### src/pkg/rx_alarm_regs.svh
// Offsets, field positions, reset values and counts of the receive alarm monitor.
// Assumes inclusion by bare name from the design file; definitions only.
`ifndef RX_ALARM_REGS_SVH
`define RX_ALARM_REGS_SVH

// -----------------------------------------------------------------
// Register offsets
// -----------------------------------------------------------------
`define ALARM_STATE_OFS      8'h03
`define INT_STATUS_OFS       8'h04
`define INT_MASK_OFS         8'h05
`define CHAN_CTRL_OFS        8'h06

// -----------------------------------------------------------------
// Alarm state bit positions
// -----------------------------------------------------------------
`define BIT_OVERALL_ABSENT   1
`define BIT_LOCK_LOST        2
`define BIT_FIFO_LIMIT       3
`define BIT_ANALOG_ABSENT    4
`define BIT_DIGITAL_ABSENT   5

// -----------------------------------------------------------------
// Control fields and reset values
// -----------------------------------------------------------------
`define CTRL_RATE_LSB        0
`define CTRL_SYNTH_BIT       2
`define CTRL_JA_EN_BIT       3
`define CTRL_JA_DEPTH_BIT    4
`define CTRL_RESET           8'h00
`define MASK_RESET           8'h00
`define STATUS_RESET         8'h00
`define EVENT_BITS           8'h3E

// -----------------------------------------------------------------
// Detector counts
// -----------------------------------------------------------------
`define ZERO_RUN_DECLARE     160
`define DENSITY_PCT          33
`define DENSITY_WINDOW       32
`define E3_ZERO_DECLARE      32
`define E3_CLEAR_RUN         4
`define FIFO_MARGIN          2
`define FIFO_DEPTH_SMALL     16
`define FIFO_DEPTH_LARGE     32
`define LOCK_TOL_PPM         5000
`define PPM_SCALE            1000000
`define LOCK_WINDOW          2048

`endif

### src/pkg/rx_alarm_pkg.sv
// Types shared by the receive alarm monitor.
// Assumes nothing of its surroundings.
package rx_alarm_pkg;

	// -----------------------------------------------------------------
	// Line rate selection
	// -----------------------------------------------------------------
	typedef enum logic [1:0] {
		RATE_DS3  = 2'b00,
		RATE_E3   = 2'b01,
		RATE_STS1 = 2'b10,
		RATE_RSVD = 2'b11
	} line_rate_e;

	typedef logic [7:0] reg_byte_t;

endpackage : rx_alarm_pkg

### src/hw/rx_channel_alarm_monitor.sv
// Receive alarm monitor for one line channel: signal loss, FIFO limit, clock lock.
// Assumes recovered clock, pulse, reference clocks and analogue flag arrive as
// asynchronous pins; the FIFO fill level comes from logic on mclk_i.
//
// Our own choices: the address-and-strobe port and the register addresses.
`timescale 1ns/1ps
`include "rx_alarm_regs.svh"

module rx_channel_alarm_monitor #(
	parameter int LOCK_WINDOW = `LOCK_WINDOW,
	parameter int DENS_WIN    = `DENSITY_WINDOW,
	parameter int FILL_W      = 6
) (
	input  wire logic              mclk_i,
	input  wire logic              srst_i,
	input  wire logic [7:0]        addr_i,
	input  wire logic [7:0]        wdata_i,
	input  wire logic              wr_i,
	input  wire logic              rd_i,
	output logic      [7:0]        rdata_o,
	output logic                   irq_o,
	input  wire logic              rclk_i,
	input  wire logic              rpulse_i,
	input  wire logic              ref_osc_clk_i,
	input  wire logic              synth_clk_i,
	input  wire logic              analog_absent_i,
	input  wire logic [FILL_W-1:0] ja_fill_i
);

	// -----------------------------------------------------------------
	// Pin synchronisers
	// -----------------------------------------------------------------
	logic [4:0] meta_reg;
	logic [4:0] sync_reg;
	logic       rclk_d_reg;
	logic       ref_d_reg;

	always_ff @(posedge mclk_i) begin
		if (srst_i) begin
			meta_reg <= 5'h00;
			sync_reg <= 5'h00;
		end else begin
			meta_reg <= {analog_absent_i, synth_clk_i, ref_osc_clk_i, rpulse_i, rclk_i};
			sync_reg <= meta_reg;
		end
	end

	logic [7:0] ctrl_reg;
	rx_alarm_pkg::line_rate_e rate;
	logic       synth_mode;
	logic       ja_enable;
	logic       ja_large;
	logic       ref_level;

	assign rate       = rx_alarm_pkg::line_rate_e'(ctrl_reg[`CTRL_RATE_LSB +: 2]);
	assign synth_mode = ctrl_reg[`CTRL_SYNTH_BIT];
	assign ja_enable  = ctrl_reg[`CTRL_JA_EN_BIT];
	assign ja_large   = ctrl_reg[`CTRL_JA_DEPTH_BIT];
	assign ref_level  = synth_mode ? sync_reg[3] : sync_reg[2];

	always_ff @(posedge mclk_i) begin
		if (srst_i) begin
			rclk_d_reg <= 1'b0;
			ref_d_reg  <= 1'b0;
		end else begin
			rclk_d_reg <= sync_reg[0];
			ref_d_reg  <= ref_level;
		end
	end

	logic bit_tick;
	logic ref_tick;
	logic bit_val;
	assign bit_tick = sync_reg[0] & ~rclk_d_reg;
	assign ref_tick = ref_level & ~ref_d_reg;
	assign bit_val  = sync_reg[1];

	// -----------------------------------------------------------------
	// Digital absence detector
	// -----------------------------------------------------------------
	logic [7:0]          zero_run_reg;
	logic [DENS_WIN-1:0] hist_reg;
	logic [5:0]          win_fill_reg;
	logic                digital_reg;
	logic [7:0]          ones;
	logic                dens_ok;

	function automatic logic [7:0] popcount(input logic [DENS_WIN-1:0] v);
		logic [7:0] n;
		n = 8'h00;
		for (int i = 0; i < DENS_WIN; i++) begin
			n = n + {7'h00, v[i]};
		end
		return n;
	endfunction : popcount

	assign ones = popcount(hist_reg);
	// Window must hold real bits, else an empty history could clear early
	assign dens_ok = (win_fill_reg >= 6'(DENS_WIN)) &&
		(32'(ones) * 100 >= `DENSITY_PCT * DENS_WIN);

	always_ff @(posedge mclk_i) begin
		if (srst_i) begin
			zero_run_reg <= 8'h00;
			hist_reg     <= '0;
			win_fill_reg <= 6'h00;
		end else if (bit_tick) begin
			hist_reg <= {hist_reg[DENS_WIN-2:0], bit_val};
			if (win_fill_reg < 6'(DENS_WIN)) begin
				win_fill_reg <= win_fill_reg + 6'h01;
			end
			if (bit_val) begin
				zero_run_reg <= 8'h00;
			end else if (zero_run_reg < 8'(`ZERO_RUN_DECLARE)) begin
				zero_run_reg <= zero_run_reg + 8'h01;
			end
		end
	end

	always_ff @(posedge mclk_i) begin
		if (srst_i) begin
			digital_reg <= 1'b0;
		end else if (zero_run_reg == 8'(`ZERO_RUN_DECLARE)) begin
			digital_reg <= 1'b1;
		end else if (digital_reg && dens_ok) begin
			digital_reg <= 1'b0;
		end
	end

	// -----------------------------------------------------------------
	// E3 zero-run detector
	// -----------------------------------------------------------------
	logic e3_reg;
	logic clear_run_seen;
	logic [`E3_CLEAR_RUN-1:0] run_mask;

	assign run_mask = '1;
	always_comb begin
		clear_run_seen = 1'b0;
		for (int i = 0; i <= DENS_WIN - `E3_CLEAR_RUN; i++) begin
			if ((hist_reg[i +: `E3_CLEAR_RUN] | ~run_mask) == ~run_mask) begin
				clear_run_seen = 1'b1;
			end
		end
	end

	// Clear when a full window shows no long zero run, as line coding guarantees
	always_ff @(posedge mclk_i) begin
		if (srst_i) begin
			e3_reg <= 1'b0;
		end else if (zero_run_reg >= 8'(`E3_ZERO_DECLARE)) begin
			e3_reg <= 1'b1;
		end else if (e3_reg && !clear_run_seen && win_fill_reg >= 6'(DENS_WIN)) begin
			e3_reg <= 1'b0;
		end
	end

	// -----------------------------------------------------------------
	// FIFO limit and clock lock
	// -----------------------------------------------------------------
	logic              fifo_near_limit;
	logic [FILL_W-1:0] depth;
	assign depth = ja_large ? FILL_W'(`FIFO_DEPTH_LARGE) : FILL_W'(`FIFO_DEPTH_SMALL);

	always_ff @(posedge mclk_i) begin
		if (srst_i) begin
			fifo_near_limit <= 1'b0;
		end else begin
			fifo_near_limit <= ja_enable &&
				(ja_fill_i <= FILL_W'(`FIFO_MARGIN) ||
				ja_fill_i >= depth - FILL_W'(`FIFO_MARGIN));
		end
	end

	logic [15:0] ref_cnt_reg;
	logic [15:0] rec_cnt_reg;
	logic        clock_lock_lost;
	logic        win_end;
	logic [63:0] abs_diff;

	assign win_end  = ref_tick && (ref_cnt_reg == 16'(LOCK_WINDOW - 1));
	assign abs_diff = (rec_cnt_reg >= 16'(LOCK_WINDOW)) ?
		64'(rec_cnt_reg - 16'(LOCK_WINDOW)) : 64'(16'(LOCK_WINDOW) - rec_cnt_reg);

	always_ff @(posedge mclk_i) begin
		if (srst_i) begin
			ref_cnt_reg <= 16'h0000;
			rec_cnt_reg <= 16'h0000;
		end else if (win_end) begin
			ref_cnt_reg <= 16'h0000;
			rec_cnt_reg <= {15'h0000, bit_tick};
		end else begin
			if (ref_tick) begin
				ref_cnt_reg <= ref_cnt_reg + 16'h0001;
			end
			if (bit_tick && rec_cnt_reg != 16'hFFFF) begin
				rec_cnt_reg <= rec_cnt_reg + 16'h0001;
			end
		end
	end

	// Verdict only per window; a dead recovered clock still shows after one window
	always_ff @(posedge mclk_i) begin
		if (srst_i) begin
			clock_lock_lost <= 1'b0;
		end else if (win_end) begin
			clock_lock_lost <= abs_diff * 64'(`PPM_SCALE) >=
				64'(`LOCK_TOL_PPM) * 64'(LOCK_WINDOW);
		end
	end

	// -----------------------------------------------------------------
	// Alarm word
	// -----------------------------------------------------------------
	logic       analog_absent;
	logic       signal_absent;
	logic [7:0] alarm_word;

	assign analog_absent = sync_reg[4];
	assign signal_absent = (rate == rx_alarm_pkg::RATE_E3) ? e3_reg :
		(analog_absent | digital_reg);

	always_comb begin
		alarm_word = 8'h00;
		alarm_word[`BIT_OVERALL_ABSENT] = signal_absent;
		alarm_word[`BIT_LOCK_LOST]      = clock_lock_lost;
		alarm_word[`BIT_FIFO_LIMIT]     = fifo_near_limit;
		alarm_word[`BIT_ANALOG_ABSENT]  = analog_absent;
		alarm_word[`BIT_DIGITAL_ABSENT] = digital_reg;
	end

	// -----------------------------------------------------------------
	// Register port and interrupts
	// -----------------------------------------------------------------
	logic [7:0] mask_reg;
	logic [7:0] status_reg;
	logic [7:0] alarm_d_reg;
	logic [7:0] rise;
	logic [7:0] clr;

	assign rise = alarm_word & ~alarm_d_reg & 8'(`EVENT_BITS);
	assign clr  = (wr_i && addr_i == `INT_STATUS_OFS) ? wdata_i : 8'h00;

	always_ff @(posedge mclk_i) begin
		if (srst_i) begin
			ctrl_reg <= `CTRL_RESET;
			mask_reg <= `MASK_RESET;
		end else if (wr_i) begin
			// Alarm offset is not decoded for writes
			if (addr_i == `CHAN_CTRL_OFS) begin
				ctrl_reg <= wdata_i;
			end
			if (addr_i == `INT_MASK_OFS) begin
				mask_reg <= wdata_i & 8'(`EVENT_BITS);
			end
		end
	end

	always_ff @(posedge mclk_i) begin
		if (srst_i) begin
			alarm_d_reg <= 8'h00;
			status_reg  <= `STATUS_RESET;
		end else begin
			alarm_d_reg <= alarm_word;
			// Set wins over a clear in the same cycle
			status_reg  <= (status_reg & ~clr) | rise;
		end
	end

	assign irq_o = |(status_reg & mask_reg);

	always_ff @(posedge mclk_i) begin
		if (srst_i) begin
			rdata_o <= 8'h00;
		end else if (rd_i) begin
			unique case (addr_i)
				`ALARM_STATE_OFS: rdata_o <= alarm_word;
				`INT_STATUS_OFS:  rdata_o <= status_reg;
				`INT_MASK_OFS:    rdata_o <= mask_reg;
				`CHAN_CTRL_OFS:   rdata_o <= ctrl_reg;
				default:          rdata_o <= 8'h00;
			endcase
		end else begin
			rdata_o <= 8'h00;
		end
	end
endmodule : rx_channel_alarm_monitor

### config.mk
export PLATFORM = sky130hd
export DESIGN_NAME = rx_channel_alarm_monitor
export DESIGN_NICKNAME = d
export VERILOG_FILES = /design/src/pkg/rx_alarm_pkg.sv /design/src/hw/rx_channel_alarm_monitor.sv
export VERILOG_INCLUDE_DIRS = /design/src /design/src/pkg
export SDC_FILE = /design/constraint.sdc
export NUM_CORES = 1
export LEC_CHECK = 0
export BUFFER_PORTS_ARGS = -buffer_cell sky130_fd_sc_hd__buf_2
export CAP_MARGIN = 10
export CORE_MARGIN = 5
export CORE_UTILIZATION = 45
export DETAILED_ROUTE_END_ITERATION = 10
export MAX_ROUTING_LAYER = met4
export SYNTH_ARGS = -nofsm -noshare
export SYNTH_HDL_FRONTEND = slang
export SYNTH_SLANG_ARGS = --single-unit
### constraint.sdc
create_clock -name mclk_i -period 10.4 [get_ports mclk_i]
set_input_delay 1.56 -clock mclk_i [delete_from_list [all_inputs] [get_ports mclk_i]]
set_output_delay 1.56 -clock mclk_i [all_outputs]
set_load 0.03 [all_outputs]
Word-level counts from Yosys, hierarchy flattened

Index checks and enable logic that the tools add are counted.

Flip-flop bits (word level): 128
Logic and storage cells: 181
Output and inout port bits: 9
Input bits: 31

$lt $le $gt $ge: 9
Mux-type cells: 43
Reductions and logical operators: 50
Equality and inequality tests: 8
Multiply operators: 2
Add/sub/neg operators: 38
Bitwise logic cells: 12

Operators by type and width:

| cell                                                                | count |
|---|---|
| adder 8 x 1 -> 8 bit                                                | 24 |
| logical NOT 4 bit                                                   | 29 |
| greater-or-equal comparator 64 x 24 -> 1 bit, second input constant | 1 |
| multiplier 64 x 14 -> 58 bit, second input constant                 | 1 |
| two-way mux 64 bit                                                  | 1 |
| two-way mux 1 bit                                                   | 37 |
| adder 16 x 1 -> 16 bit, second input constant                       | 2 |
| one-hot mux 8 bit (4 select lines)                                  | 1 |
| == test 8 x 3 -> 1 bit, second input constant                       | 3 |
| two-way mux 8 bit                                                   | 3 |
| subtractor 12 x 16 -> 17 bit, first input constant                  | 1 |
| subtractor 16 x 12 -> 17 bit, second input constant                 | 1 |
| == test 16 x 11 -> 1 bit, second input constant                     | 1 |
| greater-or-equal comparator 16 x 12 -> 1 bit, second input constant | 1 |
| != test 16 bit, second input constant                               | 1 |
| greater-or-equal comparator 15 x 11 -> 1 bit, second input constant | 1 |
| multiplier 8 x 5 -> 13 bit, second input constant                   | 1 |
| adder 7 x 1 -> 8 bit                                                | 1 |
| adder 8 x 1 -> 8 bit, second input constant                         | 1 |
| bitwise AND 8 x 6 -> 8 bit                                          | 1 |
| bitwise AND 8 bit                                                   | 1 |
| == test 8 x 2 -> 1 bit, second input constant                       | 1 |
| == test 8 bit, second input constant                                | 1 |
| greater-or-equal comparator 8 x 6 -> 1 bit, second input constant   | 1 |
| other kinds (29)                                                    | 46 |

Depth between registers and ports, before layout

Word-level depth: 37
Mapped depth: 33
Gate-level depth less buffers: 30

Worst setup path after synthesis

No wires, ideal clock.

Kind: register to register
Start point: register rec_cnt_reg[0]
End point: register clock_lock_lost
Clock period less this slack: 7,771 ps
Path buffers: 2
Setup time: 120 ps
Data required time: 10,280 ps
Stages on the path, launching flop included: 32
Path slack: 2,629 ps
Arrival time: 7,651 ps
Path through: dfxtp_1 > inv_1 > ha_1 > or3b_1 > buf_2 > nor4_4 > and4_4 > or3_1 > xnor2_1 > inv_1 > fa_1 > inv_1 > fa_1 > fa_1 > inv_1 > fa_1 > inv_1 > ha_1 > inv_1 > fa_1 > inv_1 > ha_1 > clkbuf_1 > a21o_1 > a211oi_1 > inv_1 > o31ai_1 > a31oi_1 > o211ai_1 > o41a_1 > o311ai_0 > o31a_1

Longest elaborated chain between the ends: 4
Elaborated cells on any way between the ends: 6
Those cells by class: 2 x add/sub; 1 x mul; 2 x order compare; 1 x mux

Ends and longest elaborated chain:

| element                                              | RTL line                        | RTL |
|---|---|---|
| start: declaration                                   | rx_channel_alarm_monitor.sv:176 | `logic [15:0] rec_cnt_reg;` |
| start signal: assignment                             | rx_channel_alarm_monitor.sv:191 | `rec_cnt_reg <= {15'h0000, bit_tick};` |
| start signal: assignment                             | rx_channel_alarm_monitor.sv:197 | `rec_cnt_reg <= rec_cnt_reg + 16'h0001;` |
| subtractor 12 x 16 -> 17 bit (tied with other cells) | rx_channel_alarm_monitor.sv:183 | `64'(rec_cnt_reg - 16'(LOCK_WINDOW)) : 64'(16'(LOCK_WINDOW) - rec_cnt_reg);` |
| two-way mux 64 bit *                                 | rx_channel_alarm_monitor.sv:182 | `assign abs_diff = (rec_cnt_reg >= 16'(LOCK_WINDOW)) ?` |
| multiplier 64 x 14 -> 58 bit *                       | rx_channel_alarm_monitor.sv:207 | `` clock_lock_lost <= abs_diff * 64'(`PPM_SCALE) >= `` |
| greater-or-equal comparator 64 x 24 -> 1 bit *       | rx_channel_alarm_monitor.sv:207 |  |
| end signal: assignment                               | rx_channel_alarm_monitor.sv:207 |  |
| end: declaration                                     | rx_channel_alarm_monitor.sv:177 | `logic clock_lock_lost;` |

Every way passes the cells marked *; elsewhere a longest branch is shown, timed or not.
A chain may end at the register's enable or synchronous reset.

Final worst setup path

Ends and elaborated chain as after synthesis.

==> impl_metrics.yaml <==
synthesis:
  post_syn_instances: 1373
  ys_ff_latch: 128
  synthesized_netlist_net_count: 1630
  fraction_of_the_yosys_area_taken_by_sequential_cells_pct: 21.58
  yosys_warnings: 0
  synthesis.area_sq_um: 11870
  synth-main-ff-cell: "dfxtp_1"
  post_synth_num_cell_types: 85
  synth_enable_flop_cells: 0
  postSynth.asyncResetShare_pct: 0
  synthesized_area_divided_by_synthesized_cell_count_sq_um: 8.647
cells_and_area:
  final-seq-area_sq_um: 2562
  nFillCells: 2556
  most_frequent_cells_in_the_layout: "inv_1, nor2_1, ha_1"
  postLayoutCoreUtil_pct: 49.76
  share_of_post_route_cells_with_drive_strength_above_1_pct: 8.048
  final_common_cell: "inv_1"
  antennaDiodeCount: 0
  area_delta_synth_final_pct: 8.905
  fin_nets: 1648
  largest_reg_flops: 32
  total_area_of_multi_input_combinational_cells_sq_um: 8401
critical_path:
  cp_slowest_cell: "xor2_1"
  r2r-end: "clock_lock_lost"
  worst-setup-path-type: "flip-flop to flip-flop"
  rr_worst_depth: 29
  critical-path-top-delay-family: "adder cells"
  crit_required_ps: 10710
  critical_path_data_arrival_time_ps: 8860
  end_kind: "flip-flop"
  cp_num_buf_inv: 6
  cpPeakStageDelay_ps: 830
  critPathMaxFanout: 12
  ff2ff_setup_slack_ps: 1850
  r2r-start: "rec_cnt_reg[0]"
  worst_path_most_repeated_cell: "inv_1"
  critPathLaunchType: "flip-flop"
cts:
  clk-insertion-delay-late_ps: 420
  cts_hold_buf: 0
  clkSinkCount: 128
  tritoncts: "yes"
  cts.root.buffer_cell: "clkbuf_16"
  clkTransAtPathRegs_ps: 60
  cts_max_level: 4
  cts-root-to-sink-buffers: 2
  post_cts.repair.setup_buffers: 0
  cts_made_buffers: 17
  cts_repair_resize_count: 0
route:
  detailroute.via_count: 8846
  post_drt_via_cell_ratio: 5.087
  drc_errors: 0
  ant_nets: 0
  drt_iter0_drc: 475
  dr.pass1.iters: 4
  wire_per_inst_microns: 14.12
  drt_wl_total_mm: 24.55
timing:
  timing.final.crit_share_pct: 82.22
  maximum_frequency_from_static_timing_analysis_mhz: 116.9
  worst_slew_pin_slew_ps: 1082
  clock-skew-final_ps: 10.22
  totalNegativeSetupSlack_ps: 0
  hold_viol_final: 0
  grt_setup_unrepaired: "no"
  fin_crit_ps: 8551
  report.final.setup_viol: 0
  slew_headroom_pct: 27.38
  maxSlewViolCount: 0
worst_hold_path:
  timing.hold.worst_path_depth: 1
  hold_path_startpoint: "meta_reg[1]"
  worstHoldPathType: "flip-flop to flip-flop"
  min_delay_worst_endpoint: "sync_reg[1]"
global_routing:
  maximum_number_of_pins_on_one_net_before_global_route_repair: 74
  globalRouteOverflowTotal: 0
  grt_pass1_wl_mm: 42.90
  number_of_global_route_vias_before_repair: 9007
  grt_antenna_before_repair: 0
  grt_util_all_layers_pct: 17.88
placed_design:
  dp_hpwl_mm: 19.33
  routability_driven_placement_congestion_ratio: 0.8516
  port_buffers: 39
power:
  vdd.ir_drop.worst_v: 0.0001101
  leakage_nw: 6.102
  power_density_nw_per_um2: 121.1
  report.power.total_mw: 1.566
die:
  initial_core_util_pct: 45.69
  io_pins: 40
  chipHeight_microns: 172.4
  die_x_microns: 172.4
  number_of_standard_cell_rows_in_the_floorplan: 59
  design.die.area_sq_um: 29730
  placeableCoreArea_sq_um: 25980
status:
  status: "finished, final reports clean"
flow_run:
  timing.max_cap.violations: 0
-- final cells by class --
type / count / area share, %
Inverter: 192 / 5.574
Tap cell: 335 / 3.242
Timing Repair Buffer: 44 / 1.819
Clock inverter: 15 / 1.287
Multi-Input combinational cell: 1008 / 64.97
Clock buffer: 17 / 3.290
Sequential cell: 128 / 19.82
-- routing by layer --
layer,GRT usage (%),wire length [microns]
met2,27.84,11080
met5,-,0
met4,4.648,381
met3,2.149,590
met1,24.84,12490
-- per-stage QoR --
| step | std cells | hold slack (ps) | instance area, sq um | setup slack [ps] |
|---|---|---|---|---|
| floorplan | 1373 | 413.8 | 11870 | 2629 |
| global route | 1739 | 460.1 | 12930 | 1130 |
| finish | 1739 | 439.5 | 12930 | 1849 |
| CTS | 1739 | 441.4 | 12930 | 1766 |
| global placement | 1707 | 420.5 | 12340 | 1945 |
| detailed placement | 1707 | 425.3 | 12340 | 1786 |
-- cells by family after synthesis --
logic type / Yosys count / share of synthesized area, %
and+or+nand+nor: 399 / 16.26
AOI/OAI and AO/OA: 255 / 13.84
buffers and inverters: 237 / 7.683
adders and majority gates: 229 / 30.08
DFF: 128 / 21.58
xor gates and xnor gates: 96 / 7.967
muxes: 29 / 2.592
-- how the worst max path moves through the flow --
stage                         startpoint              end  cells past startpoint  slack (ps)
after floorplan           rec_cnt_reg[0]  clock_lock_lost                     31        2630
after global placement    rec_cnt_reg[0]  clock_lock_lost                     29        1940
after detailed placement  rec_cnt_reg[0]  clock_lock_lost                     29        1790
after CTS                 rec_cnt_reg[0]  clock_lock_lost                     29        1770
after global routing      rec_cnt_reg[0]  clock_lock_lost                     29        1130
final                     rec_cnt_reg[0]  clock_lock_lost                     29        1850
-- cells in the mapped netlist, types with 15 or more instances --
cell type | instances | share of area [%]
xor2_1 | 39 | 2.9
fa_1 | 95 | 16
nor2b_1 | 26 | 1.4
inv_1 | 187 | 5.9
dfxtp_1 | 128 | 22
o21ai_0 | 33 | 1.4
ha_1 | 131 | 14
nor3_1 | 15 | 0.63
nand2_1 | 119 | 3.8
xnor2_1 | 49 | 3.6
nand4_1 | 17 | 0.90
nor2_1 | 134 | 4.2
mux2i_1 | 26 | 2.2
a21oi_1 | 110 | 4.6
clkbuf_1 | 30 | 0.95
a21o_1 | 15 | 0.95
-- where the power goes --
group / leakage, nW / total [mW] / internal (mW) / switching [mW]
Clock: 0.282 / 0.599 / 0.341 / 0.258
Combinational: 4.79 / 0.470 / 0.178 / 0.291
Sequential: 1.03 / 0.497 / 0.494 / 0.00307
Total: 6.10 / 1.57 / 1.01 / 0.553
(Power assumes the default switching activity.)
